### config.mk
export PLATFORM = sky130hd
export DESIGN_NAME = jtp_tap
export DESIGN_NICKNAME = d
export VERILOG_FILES = /design/src/logic/jtp_pkg.sv /design/src/logic/jtp_tap.sv
export SDC_FILE = /design/constraint.sdc
export NUM_CORES = 1
export LEC_CHECK = 0
export ABC_AREA = 1
export BUFFER_PORTS_ARGS = -buffer_cell sky130_fd_sc_hd__buf_2
export CORE_AREA = 8 8 252 133
export CTS_CLUSTER_DIAMETER = 200
export DETAILED_ROUTE_END_ITERATION = 16
export DIE_AREA = 0 0 260 141
export PLACE_DENSITY = 0.66
export SLEW_MARGIN = 20
export SYNTH_ARGS = -nofsm -noshare
export SYNTH_HDL_FRONTEND = slang
export SYNTH_SLANG_ARGS = --single-unit
### constraint.sdc
create_clock -name CLK_SYS -period 2.7 [get_ports CLK_SYS]
set_clock_uncertainty 0.05 [all_clocks]
set_input_delay 0.81 -clock CLK_SYS [delete_from_list [all_inputs] [get_ports CLK_SYS]]
set_output_delay 0.81 -clock CLK_SYS [all_outputs]
set_load 0.005 [all_outputs]
### src/logic/jtp_pkg.sv
// Shared constants, types and state codes of the boundary-scan test access port
package jtp_pkg;

	// Register widths
	localparam int IR_W = 3;
	localparam int ID_W = 32;
	localparam int BSR_W = 109;
	localparam int OUT_CTL_BIT = 108;

	// Instruction codes; three-bit space, unlisted codes fall back to bypass
	localparam logic [IR_W-1:0] INS_EXTEST = 3'h0;
	localparam logic [IR_W-1:0] INS_IDCODE = 3'h1;
	localparam logic [IR_W-1:0] INS_SAMPLE_Z = 3'h2;
	localparam logic [IR_W-1:0] INS_SAMPLE = 3'h4;
	localparam logic [IR_W-1:0] INS_BYPASS = 3'h7;

	// Values captured into the scan registers
	localparam logic [IR_W-1:0] IR_CAPT = 3'h1;
	localparam logic BYP_CAPT = 1'h0;
	// Identification word; the value is arbitrary, bit 0 must stay one
	localparam logic [ID_W-1:0] ID_VALUE = 32'h0A5C_3001;

	// Values after reset
	localparam logic [IR_W-1:0] IR_RST = INS_IDCODE;
	localparam logic [BSR_W-1:0] BSR_HOLD_RST = {1'h1, {(BSR_W-1){1'h0}}};
	localparam logic [BSR_W-1:0] BSR_SH_RST = {BSR_W{1'h0}};
	localparam logic [ID_W-1:0] ID_SH_RST = 32'h0000_0000;

	// Controller states, one-hot
	typedef enum logic [15:0] {
		ST_RESET = 16'h0001,
		ST_IDLE = 16'h0002,
		ST_SEL_DR = 16'h0004,
		ST_CAP_DR = 16'h0008,
		ST_SH_DR = 16'h0010,
		ST_EX1_DR = 16'h0020,
		ST_PA_DR = 16'h0040,
		ST_EX2_DR = 16'h0080,
		ST_UPD_DR = 16'h0100,
		ST_SEL_IR = 16'h0200,
		ST_CAP_IR = 16'h0400,
		ST_SH_IR = 16'h0800,
		ST_EX1_IR = 16'h1000,
		ST_PA_IR = 16'h2000,
		ST_EX2_IR = 16'h4000,
		ST_UPD_IR = 16'h8000
	} jtp_state_t;

	// Data register chosen by the current instruction
	typedef enum logic [1:0] {
		SEL_BYP = 2'h0,
		SEL_ID = 2'h1,
		SEL_BSR = 2'h2
	} jtp_dsel_t;

	// Test pins as seen by the synchroniser
	typedef struct packed {
		logic tck;
		logic tms;
		logic tdi;
	} jtp_pins_t;

	// Idle levels of the pins: clock low, pulled-up inputs high
	localparam jtp_pins_t PINS_RST = '{tck: 1'h0, tms: 1'h1, tdi: 1'h1};

endpackage

### src/logic/jtp_tap.sv
// Boundary-scan test access port: controller, instruction and data scan registers
//
// Function
// Serial test port with standard controller, instructions and data registers.
// Unused port: board holds the test clock low, so nothing is clocked.
// Mode-select and serial-in inputs are pulled up, reading high when open.
// Unused port: serial output left open, nothing drives it externally.
// Power-up puts test logic in reset without disturbing memory operation.
// All test inputs are sampled on the rising test-clock edge.
// Outputs, serial output included, change only on the falling test-clock edge. TAP_IN_RESET follows the controller state after the rising edge.
// Controller advances only by mode-select sampled at each rising edge.
// Current instruction chooses the data register between serial in and out.
// Serial bits enter at the MSB and move toward the LSB.
// Serial output presents the LSB, bits leave least significant first.
// Serial output driven only in shift states, otherwise high impedance.
// Five rising edges with mode-select high reset the test logic.
// Three-bit instruction register loads the identification code on reset.
// Instruction capture loads binary 01 into the two low bits.
// Bypass is one bit between serial in and out, capturing low.
// Standard sixteen-state controller with capture, shift, update on both paths.
module jtp_tap (
	input wire logic CLK_SYS,
	input wire logic RST_B,
	input wire logic TCK,
	input wire logic TMS,
	input wire logic TDI,
	input wire logic [jtp_pkg::BSR_W-1:0] PIN_SAMPLE,
	output logic TDO,
	output logic TDO_OE,
	output logic TMS_PULLUP,
	output logic TDI_PULLUP,
	output logic [jtp_pkg::BSR_W-1:0] BSR_HOLD,
	output logic EXTEST_ON,
	output logic OUT_HIGHZ,
	output logic TAP_IN_RESET
);

	////////////////////////////////////////////////////////////////////////////////
	// Functions

	// Next controller state from the sampled mode-select
	function automatic jtp_pkg::jtp_state_t jtp_next(input jtp_pkg::jtp_state_t st,
		input logic tms);
		jtp_pkg::jtp_state_t ns;
		ns = jtp_pkg::ST_RESET;
		case (st)
			jtp_pkg::ST_RESET: ns = tms ? jtp_pkg::ST_RESET : jtp_pkg::ST_IDLE;
			jtp_pkg::ST_IDLE: ns = tms ? jtp_pkg::ST_SEL_DR : jtp_pkg::ST_IDLE;
			jtp_pkg::ST_SEL_DR: ns = tms ? jtp_pkg::ST_SEL_IR : jtp_pkg::ST_CAP_DR;
			jtp_pkg::ST_CAP_DR: ns = tms ? jtp_pkg::ST_EX1_DR : jtp_pkg::ST_SH_DR;
			jtp_pkg::ST_SH_DR: ns = tms ? jtp_pkg::ST_EX1_DR : jtp_pkg::ST_SH_DR;
			jtp_pkg::ST_EX1_DR: ns = tms ? jtp_pkg::ST_UPD_DR : jtp_pkg::ST_PA_DR;
			jtp_pkg::ST_PA_DR: ns = tms ? jtp_pkg::ST_EX2_DR : jtp_pkg::ST_PA_DR;
			jtp_pkg::ST_EX2_DR: ns = tms ? jtp_pkg::ST_UPD_DR : jtp_pkg::ST_SH_DR;
			jtp_pkg::ST_UPD_DR: ns = tms ? jtp_pkg::ST_SEL_DR : jtp_pkg::ST_IDLE;
			jtp_pkg::ST_SEL_IR: ns = tms ? jtp_pkg::ST_RESET : jtp_pkg::ST_CAP_IR;
			jtp_pkg::ST_CAP_IR: ns = tms ? jtp_pkg::ST_EX1_IR : jtp_pkg::ST_SH_IR;
			jtp_pkg::ST_SH_IR: ns = tms ? jtp_pkg::ST_EX1_IR : jtp_pkg::ST_SH_IR;
			jtp_pkg::ST_EX1_IR: ns = tms ? jtp_pkg::ST_UPD_IR : jtp_pkg::ST_PA_IR;
			jtp_pkg::ST_PA_IR: ns = tms ? jtp_pkg::ST_EX2_IR : jtp_pkg::ST_PA_IR;
			jtp_pkg::ST_EX2_IR: ns = tms ? jtp_pkg::ST_UPD_IR : jtp_pkg::ST_SH_IR;
			jtp_pkg::ST_UPD_IR: ns = tms ? jtp_pkg::ST_SEL_DR : jtp_pkg::ST_IDLE;
			default: ns = jtp_pkg::ST_RESET;
		endcase
		return ns;
	endfunction

	// Data register chosen by an instruction; unknown codes get the bypass bit
	function automatic jtp_pkg::jtp_dsel_t jtp_dsel(input logic [jtp_pkg::IR_W-1:0] ins);
		jtp_pkg::jtp_dsel_t sel;
		sel = jtp_pkg::SEL_BYP;
		case (ins)
			jtp_pkg::INS_IDCODE: sel = jtp_pkg::SEL_ID;
			jtp_pkg::INS_EXTEST: sel = jtp_pkg::SEL_BSR;
			jtp_pkg::INS_SAMPLE: sel = jtp_pkg::SEL_BSR;
			jtp_pkg::INS_SAMPLE_Z: sel = jtp_pkg::SEL_BSR;
			default: sel = jtp_pkg::SEL_BYP;
		endcase
		return sel;
	endfunction

	////////////////////////////////////////////////////////////////////////////////
	// Pin synchroniser and test-clock edges

	jtp_pkg::jtp_pins_t pins_meta_ff;
	jtp_pkg::jtp_pins_t pins_ff;
	logic tck_prev_ff;
	logic tck_rise;
	logic tck_fall;

	// Two stages; the first stage is read only by the second
	always_ff @(posedge CLK_SYS or negedge RST_B) begin
		if (!RST_B) begin
			pins_meta_ff <= jtp_pkg::PINS_RST;
			pins_ff <= jtp_pkg::PINS_RST;
		end else begin
			pins_meta_ff <= '{tck: TCK, tms: TMS, tdi: TDI};
			pins_ff <= pins_meta_ff;
		end
	end

	// Edge history; a clock held low never yields an edge
	always_ff @(posedge CLK_SYS or negedge RST_B) begin
		if (!RST_B) begin
			tck_prev_ff <= 1'h0;
		end else begin
			tck_prev_ff <= pins_ff.tck;
		end
	end

	// rising edge sampling
	assign tck_rise = pins_ff.tck & ~tck_prev_ff;
	// falling edge updates
	assign tck_fall = ~pins_ff.tck & tck_prev_ff;

	////////////////////////////////////////////////////////////////////////////////
	// Controller

	jtp_pkg::jtp_state_t state_ff;
	jtp_pkg::jtp_state_t nxt_state;

	// mode-select steers state
	// five highs reach reset
	assign nxt_state = jtp_next(state_ff, pins_ff.tms);

	// standard test port
	// reset state at power-up
	// sixteen-state controller
	always_ff @(posedge CLK_SYS or negedge RST_B) begin
		if (!RST_B) begin
			state_ff <= jtp_pkg::ST_RESET;
		end else if (tck_rise) begin
			state_ff <= nxt_state;
		end
	end

	////////////////////////////////////////////////////////////////////////////////
	// Instruction register

	logic [jtp_pkg::IR_W-1:0] ir_sh_ff;
	logic [jtp_pkg::IR_W-1:0] ir_ff;
	jtp_pkg::jtp_dsel_t dsel;

	// instruction picks register
	assign dsel = jtp_dsel(ir_ff);

	// Instruction shift stage, moved on rising edges
	always_ff @(posedge CLK_SYS or negedge RST_B) begin
		if (!RST_B) begin
			ir_sh_ff <= jtp_pkg::IR_RST;
		end else if (tck_rise) begin
			case (state_ff)
				// capture binary 01
				jtp_pkg::ST_CAP_IR: ir_sh_ff <= jtp_pkg::IR_CAPT;
				// enter at MSB
				jtp_pkg::ST_SH_IR: ir_sh_ff <= {pins_ff.tdi, ir_sh_ff[jtp_pkg::IR_W-1:1]};
				default: ir_sh_ff <= ir_sh_ff;
			endcase
		end
	end

	// Current instruction; changed on the falling edge so decode never glitches mid-shift
	always_ff @(posedge CLK_SYS or negedge RST_B) begin
		if (!RST_B) begin
			ir_ff <= jtp_pkg::IR_RST;
		end else if (tck_fall) begin
			// identification on reset
			if (state_ff == jtp_pkg::ST_RESET) begin
				ir_ff <= jtp_pkg::IR_RST;
			end else if (state_ff == jtp_pkg::ST_UPD_IR) begin
				ir_ff <= ir_sh_ff;
			end
		end
	end

	////////////////////////////////////////////////////////////////////////////////
	// Data registers

	logic byp_ff;
	logic [jtp_pkg::ID_W-1:0] id_sh_ff;
	logic [jtp_pkg::BSR_W-1:0] bsr_sh_ff;
	logic dr_cap;
	logic dr_sh;

	assign dr_cap = tck_rise & (state_ff == jtp_pkg::ST_CAP_DR);
	assign dr_sh = tck_rise & (state_ff == jtp_pkg::ST_SH_DR);

	// bypass captures low
	always_ff @(posedge CLK_SYS or negedge RST_B) begin
		if (!RST_B) begin
			byp_ff <= jtp_pkg::BYP_CAPT;
		end else if (dsel == jtp_pkg::SEL_BYP) begin
			if (dr_cap) begin
				byp_ff <= jtp_pkg::BYP_CAPT;
			end else if (dr_sh) begin
				byp_ff <= pins_ff.tdi;
			end
		end
	end

	// Identification word, shifted MSB-in
	always_ff @(posedge CLK_SYS or negedge RST_B) begin
		if (!RST_B) begin
			id_sh_ff <= jtp_pkg::ID_SH_RST;
		end else if (dsel == jtp_pkg::SEL_ID) begin
			if (dr_cap) begin
				id_sh_ff <= jtp_pkg::ID_VALUE;
			end else if (dr_sh) begin
				// enter at MSB
				id_sh_ff <= {pins_ff.tdi, id_sh_ff[jtp_pkg::ID_W-1:1]};
			end
		end
	end

	// Boundary cells; PIN_SAMPLE must be on this clock, capture takes it as is
	always_ff @(posedge CLK_SYS or negedge RST_B) begin
		if (!RST_B) begin
			bsr_sh_ff <= jtp_pkg::BSR_SH_RST;
		end else if (dsel == jtp_pkg::SEL_BSR) begin
			if (dr_cap) begin
				bsr_sh_ff <= PIN_SAMPLE;
			end else if (dr_sh) begin
				// enter at MSB
				bsr_sh_ff <= {pins_ff.tdi, bsr_sh_ff[jtp_pkg::BSR_W-1:1]};
			end
		end
	end

	// Preload latch; the top bit comes back high on reset so the output bus drives
	always_ff @(posedge CLK_SYS or negedge RST_B) begin
		if (!RST_B) begin
			BSR_HOLD <= jtp_pkg::BSR_HOLD_RST;
		end else if (tck_fall) begin
			if (state_ff == jtp_pkg::ST_RESET) begin
				BSR_HOLD <= jtp_pkg::BSR_HOLD_RST;
			end else if (state_ff == jtp_pkg::ST_UPD_DR && dsel == jtp_pkg::SEL_BSR) begin
				BSR_HOLD <= bsr_sh_ff;
			end
		end
	end

	////////////////////////////////////////////////////////////////////////////////
	// Serial output

	logic shifting;
	logic nxt_tdo;

	assign shifting = (state_ff == jtp_pkg::ST_SH_IR) || (state_ff == jtp_pkg::ST_SH_DR);

	// least significant bit out
	always_comb begin
		nxt_tdo = byp_ff;
		if (state_ff == jtp_pkg::ST_SH_IR) begin
			nxt_tdo = ir_sh_ff[0];
		end else begin
			case (dsel)
				jtp_pkg::SEL_ID: nxt_tdo = id_sh_ff[0];
				jtp_pkg::SEL_BSR: nxt_tdo = bsr_sh_ff[0];
				default: nxt_tdo = byp_ff;
			endcase
		end
	end

	// output on falling edge
	// drive only while shifting
	always_ff @(posedge CLK_SYS or negedge RST_B) begin
		if (!RST_B) begin
			TDO <= 1'h0;
			TDO_OE <= 1'h0;
		end else if (tck_fall) begin
			TDO <= shifting ? nxt_tdo : 1'h0;
			TDO_OE <= shifting;
		end
	end

	////////////////////////////////////////////////////////////////////////////////
	// Pad and status outputs

	// pull-ups always on
	always_ff @(posedge CLK_SYS or negedge RST_B) begin
		if (!RST_B) begin
			TMS_PULLUP <= 1'h1;
			TDI_PULLUP <= 1'h1;
		end else begin
			TMS_PULLUP <= 1'h1;
			TDI_PULLUP <= 1'h1;
		end
	end

	// reset leaves memory alone
	// Output bus control follows the instruction; one system clock behind it
	always_ff @(posedge CLK_SYS or negedge RST_B) begin
		if (!RST_B) begin
			EXTEST_ON <= 1'h0;
			OUT_HIGHZ <= 1'h0;
			TAP_IN_RESET <= 1'h1;
		end else begin
			EXTEST_ON <= (ir_ff == jtp_pkg::INS_EXTEST);
			OUT_HIGHZ <= (ir_ff == jtp_pkg::INS_SAMPLE_Z) ||
				((ir_ff == jtp_pkg::INS_EXTEST) && !BSR_HOLD[jtp_pkg::OUT_CTL_BIT]);
			TAP_IN_RESET <= (state_ff == jtp_pkg::ST_RESET);
		end
	end

endmodule

---- Word-level counts from Yosys, hierarchy flattened ----
Index checks and enable logic that the tools add are counted.
storage, ports and cells
  register bits after elaboration ......... 285
  input port bits ......................... 114
  output and inout port bits .............. 116
  word-level logic and storage cells ...... 95
operators by class
  eq/ne operators ......................... 21
  muxes and demuxes ....................... 28
  bitwise logic cells ..................... 6
  reductions and logical operators ........ 21
operators with widths
  cell                                             number
  2-to-1 mux 109 bit                               4
  one-hot mux 16 bit (12 select lines)             1
  2-to-1 mux 32 bit                                2
  2-to-1 mux 16 bit                                2
  2-to-1 mux 9 bit                                 2
  == test 16 x 1 -> 1 bit, second input constant   1
  == test 16 x 10 -> 1 bit, second input constant  1
  == test 16 x 11 -> 1 bit, second input constant  1
  == test 16 x 12 -> 1 bit, second input constant  1
  == test 16 x 13 -> 1 bit, second input constant  1
  == test 16 x 14 -> 1 bit, second input constant  1
  == test 16 x 15 -> 1 bit, second input constant  1
  == test 16 bit, second input constant            1
  == test 16 x 2 -> 1 bit, second input constant   1
  == test 16 x 3 -> 1 bit, second input constant   1
  == test 16 x 4 -> 1 bit, second input constant   1
  == test 16 x 5 -> 1 bit, second input constant   1
  == test 16 x 6 -> 1 bit, second input constant   1
  == test 16 x 7 -> 1 bit, second input constant   1
  == test 16 x 8 -> 1 bit, second input constant   1
  == test 16 x 9 -> 1 bit, second input constant   1
  2-to-1 mux 15 bit                                1
  2-to-1 mux 13 bit                                1
  AND reduction 2 bit                              6
  other kinds (25)                                 41

---- Logic depth before layout (Yosys ltp) ----
  depth after elaboration ................. 7
  mapped depth ............................ 13
  mapped depth without buffers ............ 11

---- Least setup slack after synthesis ----
OpenSTA, ideal clock, no wires.
  path type ............................... register to register
  start ................................... reg ir_ff[0] in the netlist's numbering
  end ..................................... reg BSR_HOLD[10] in the netlist's numbering
  library setup time ...................... 0.130 ns
  data arrival time ....................... 1.779 ns
  required time ........................... 2.520 ns
  path slack .............................. 0.741 ns
  stages on the path, launching flop included .. 11
  path buffers ............................ 2
  clock period less this slack ............ 1.959 ns
  cells stage by stage .................... dfstp_2 -> inv_1 -> nor3_1 -> inv_1 -> ha_1 -> nand3_1 -> nand2_1 -> nand2_1 -> buf_6 -> clkbuf_1 -> o21ai_1
between the ends
  word-level cells in the longest chain between the ends .. 7
  elaborated cells on any way between the ends .. 10
  classes of those cells .................. eq/ne (4); mux (1); reduce/logical (5)
RTL lines
  element                                         RTL line        RTL
  from (decl)                                     jtp_tap.sv:141  logic [jtp_pkg::IR_W-1:0] ir_ff;
  from (signal assigned)                          jtp_tap.sv:165  ir_ff <= jtp_pkg::IR_RST;
  from (signal assigned)                          jtp_tap.sv:169  ir_ff <= jtp_pkg::IR_RST;
  from (signal assigned)                          jtp_tap.sv:171  ir_ff <= ir_sh_ff;
  == test 3 x 2 -> 1 bit (tied with other cells)  jtp_tap.sv:72   case (ins)
  OR reduction 3 bit (no line)                    --
  one-hot mux 2 bit (2 select lines) (*)          jtp_tap.sv:72
  == test 2 bit (*)                               jtp_tap.sv:236  end else if (state_ff == jtp_pkg::ST_UPD_DR && dsel == jtp_pkg::SEL_BSR) begin
  logical AND 1 bit (*)                           jtp_tap.sv:236
  nonzero test 2 bit (no line) (*)                --
  AND reduction 2 bit (no line) (*)               --
  to (signal assigned)                            jtp_tap.sv:232  BSR_HOLD <= jtp_pkg::BSR_HOLD_RST;
  to (signal assigned)                            jtp_tap.sv:235  BSR_HOLD <= jtp_pkg::BSR_HOLD_RST;
  to (signal assigned)                            jtp_tap.sv:237  BSR_HOLD <= bsr_sh_ff;
  to (decl)                                       jtp_tap.sv:32   output logic [jtp_pkg::BSR_W-1:0] BSR_HOLD,
Every way passes the cells marked *; elsewhere a longest branch is shown, timed or not.
A chain may end at the register's enable or synchronous reset.

---- Worst setup path after layout ----
  start ................................... reg state_ff[5]
  end ..................................... reg state_ff[1]
between the ends
  word-level cells in the longest chain between the ends .. 3
  elaborated cells on any way between the ends .. 20
  classes of those cells .................. eq/ne (16); mux (1); reduce/logical (3)
RTL lines
  element                                                                    RTL line        RTL
  from (decl)                                                                jtp_tap.sv:119  jtp_pkg::jtp_state_t state_ff;
  from (signal assigned)                                                     jtp_tap.sv:131  state_ff <= jtp_pkg::ST_RESET;
  from (signal assigned)                                                     jtp_tap.sv:133  state_ff <= nxt_state;
  == test 16 bit (tied with other cells)                                     jtp_tap.sv:46   case (st)
  OR reduction 3 bit (no line) / OR reduction 2 bit (equally long branches)  --
  one-hot mux 16 bit (12 select lines) (*)                                   jtp_tap.sv:46
Marked as above.

==> impl_metrics.toml <==
[run_status]
outcome = "completed"

[cts]
cts.sinks = 285
tritoncts = "yes"
ctsRootBufferMaster = "clkbuf_16"
clock_latency_ns = 0.53
hold_buffers = 0
cts-resized-gates = 0
cts_made_buffers = 27
cts_max_level = 1
max-clock-path-buffers = 3
post_cts.repair.setup_buffers = 0
clkSlewWorstSetupHoldPaths_ns = 0.07

[setup_path]
critical_path_class = "reg -> reg"
critical_path_peak_fanout = 41
worst_setup_path_end_kind = "flip-flop"
data_arrival_at_the_endpoint_of_the_critical_path_ns = 2.63
crit_path_start_kind = "flip-flop"
timing.critical_path.required_ns = 3.06

[timing]
finalCriticalPeriod_ns = 2.268
period_share_pct = 84.01
clock.fmax_mhz = 440.9
fin_setup_tns_ns = 0
final_hold_violating_endpoints = 0
pins_over_their_slew_limit = 0
setup_viol = 0
timing.slew.headroom_pct = 59.82
hold-worst-slack_ns = 0.1337
timing_worst_slew_pin_value_ns = 0.6026
grt_setup_unrepaired = "no"
setup_ws_ns = 0.4318

[detailed_routing]
detail_route.vias_per_cell = 5.042
drt_iter0_drc = 714
dr.pass1.iters = 5
drt-wirelength-per-cell_um = 17.05
total_via_count_after_detailed_routing = 10306
routed_wirelength_um = 34860
drtAntennaViolNets = 0
remaining_drc_errors = 0

[yosys]
netlist_instances = 1432
synthDominantAreaCellType = "dfrtp_1"
netlist.area_leader.share_pct = 54.50
avgSynthCellArea_um2 = 8.850
synthesis.yosys.warnings = 0
yosysSeqAreaShare_pct = 56.36
synth_cell_types = 36
synth_cell_area_um2 = 12670
yosys-top-cells-area = "dfrtp_1, nand2_1, o21ai_0"
yosys_register_bits = 285

[floorplan]
fp-row-count = 45
fp.dieW_um = 260
ios = 230
core_region_area_um2 = 29780
initial_utilization_pct = 42.55
die_height_um = 141
die_area_um2 = 36660

[global_routing]
global_route_wire_length_before_repair_um = 55970
grt_use_total_pct = 18.54
pin_count_of_the_biggest_net_entering_global_routing = 113
antenna_found_initial = 1
grt_overflow = 0
via_count_of_the_first_global_routing_pass = 10170

[placed_design]
gp_routability_congestion = 0.8593
port_buffers = 227
dpl_worst_slack_ns = 0.4851
dpl.hpwl_um = 24300

[power]
switching_share_pct = 33.63
netSwitchingPower_w = 0.004702
combPwrFrac_pct = 28.3
power_density_nw_per_um2 = 929.3
internal_power_w = 0.009279
p_clk_share_pct = 27.5
seq_power_share_pct = 44.2
power.static_leakage_nw = 7.829
vdd.ir_drop.worst_v = 0.0003975

[flow_run]
maxCapViolations = 0

[layout]
final_standard_cell_utilization_of_the_core_pct = 50.51
areaGrowthSynthToFinish_pct = 18.71
final.fill_count = 2843
antenna_cells_inserted = 0
nets = 1742
drive_above_1_share_pct = 24.13

[min_path]
worst_hold_path_type = "in -> async"
## final cells by class
type | instances | area (um2) | area share [%]
Sequential cell | 285 | 7143 | 47.48
Multi-Input combinational cell | 1019 | 4886 | 32.48
Timing Repair Buffer | 259 | 1499 | 9.963
Clock buffer | 39 | 790.8 | 5.256
Tap cell | 399 | 499.2 | 3.318
Inverter | 33 | 126.4 | 0.8400
Clock inverter | 10 | 100.1 | 0.6653
## layout by cell type (no fill, tap or decap), types with 2 or more instances in the layout
master	instances
a21o_1	30
a21oi_1	34
buf_12	9
buf_2	226
buf_4	23
bufinv_16	2
clkbuf_1	5
clkbuf_16	27
clkbuf_8	7
clkinv_2	8
conb_1	2
dfrtp_1	276
dfstp_2	9
ha_1	3
inv_1	31
nand2_1	467
nand2_2	5
nand2_4	3
nand3_1	18
nand3_4	2
nand4_1	2
nor2_1	29
nor2_2	6
nor2_4	2
nor3_1	5
o211ai_1	10
o21ai_0	153
o21ai_1	136
o21ai_2	21
o22ai_1	5
or2_0	17
or2_1	20
or2_2	43
## critical path, stage by stage (launching register included)
cell and delay [ns]:
dfrtp_1 0.42, nor2_2 0.08, nand2_1 0.17, nor2_1 0.11
nand2_4 0.25, buf_4 0.48, inv_1 0.24, o21ai_0 0.20
o21ai_0 0.12
## stage by stage
step                      cell area [um2]  cells  power (W)
after floorplan                     12680   1433   0.008460
after global placement              14150   1995    0.01021
after detailed placement            14150   1995    0.01031
after CTS                           15040   2044    0.01423
after global routing                15040   2044    0.01501
final                               15040   2044    0.01398
## logic make-up after synthesis
group                    count (synthesis)  share of synthesized area [%]
AND/OR/NAND/NOR                        621                          20.98
AO/OA/AOI/OAI                          392                          17.00
flip-flops                             285                          56.36
buffers and inverters                  129                          5.252
adder cells (fa/ha/maj)                  3                         0.2962
multiplexers                             1                        0.07898
other                                    1                        0.02959
## routing by layer
| metal | wire length, um | vias to the layer above | GRT usage [%] |
|---|---|---|---|
| li1 | - | 5062 | - |
| met1 | 16730 | 4945 | 27.08 |
| met2 | 15320 | 264 | 27.69 |
| met3 | 2246 | 33 | 4.436 |
| met4 | 554 | 2 | 3.782 |
| met5 | 13 | - | 0 |
## flip-flops by register name (all words and copies together), names as in the netlist, 3 cells and up
register and count:
bsr_sh_ff 109, pins_ff 3, ir_ff 3, state_ff 16, id_sh_ff 32, ir_sh_ff 3, pins_meta_ff 3, BSR_HOLD 109
## power by group through the flow
stage,Clock [W],Combinational (W),Sequential (W)
after detailed placement,0,0.00405,0.00626
after global routing,0.00415,0.00453,0.00633
final,0.00384,0.00395,0.00618
after global placement,0,0.00398,0.00623
after CTS,0.00397,0.00406,0.00620
after floorplan,0,0.00230,0.00616
## path summary, 6_finish.rpt
path	from	cells after the start	slack, ns	to
max	state_ff[5]	8	0.43	state_ff[1]
min	RST_B	1	0.13	BSR_HOLD[89]
max reg2reg	state_ff[5]	8	0.43	state_ff[1]
min reg2reg	pins_meta_ff[0]	0	0.31	pins_ff[0]
max in group asynchronous	RST_B	2	1.77	BSR_HOLD[104]
min in group CLK_SYS	pins_meta_ff[0]	0	0.31	pins_ff[0]
## cells in the mapped netlist
master	instances
buf_4	4
and3_1	1
nand3_4	2
or2_1	20
dfrtp_1	276
or2_0	17
ha_1	3
inv_1	31
o21ai_1	136
nand2_2	4
nand2_1	470
o21ai_2	21
a31oi_1	1
a21o_1	30
nand2_4	1
nor2_8	1
nor2_2	6
conb_1	1
nor2_4	2
buf_6	20
nor2_1	29
nor3_1	5
mux2i_1	1
clkbuf_1	59
buf_2	13
a22o_1	1
o22ai_1	5
inv_2	2
a211oi_1	1
o21ai_0	153
o211ai_1	10
a21oi_1	34
or2_2	43
nand4_1	2
nand3_1	18
dfstp_2	9
Power figures use the tool's default switching activity.
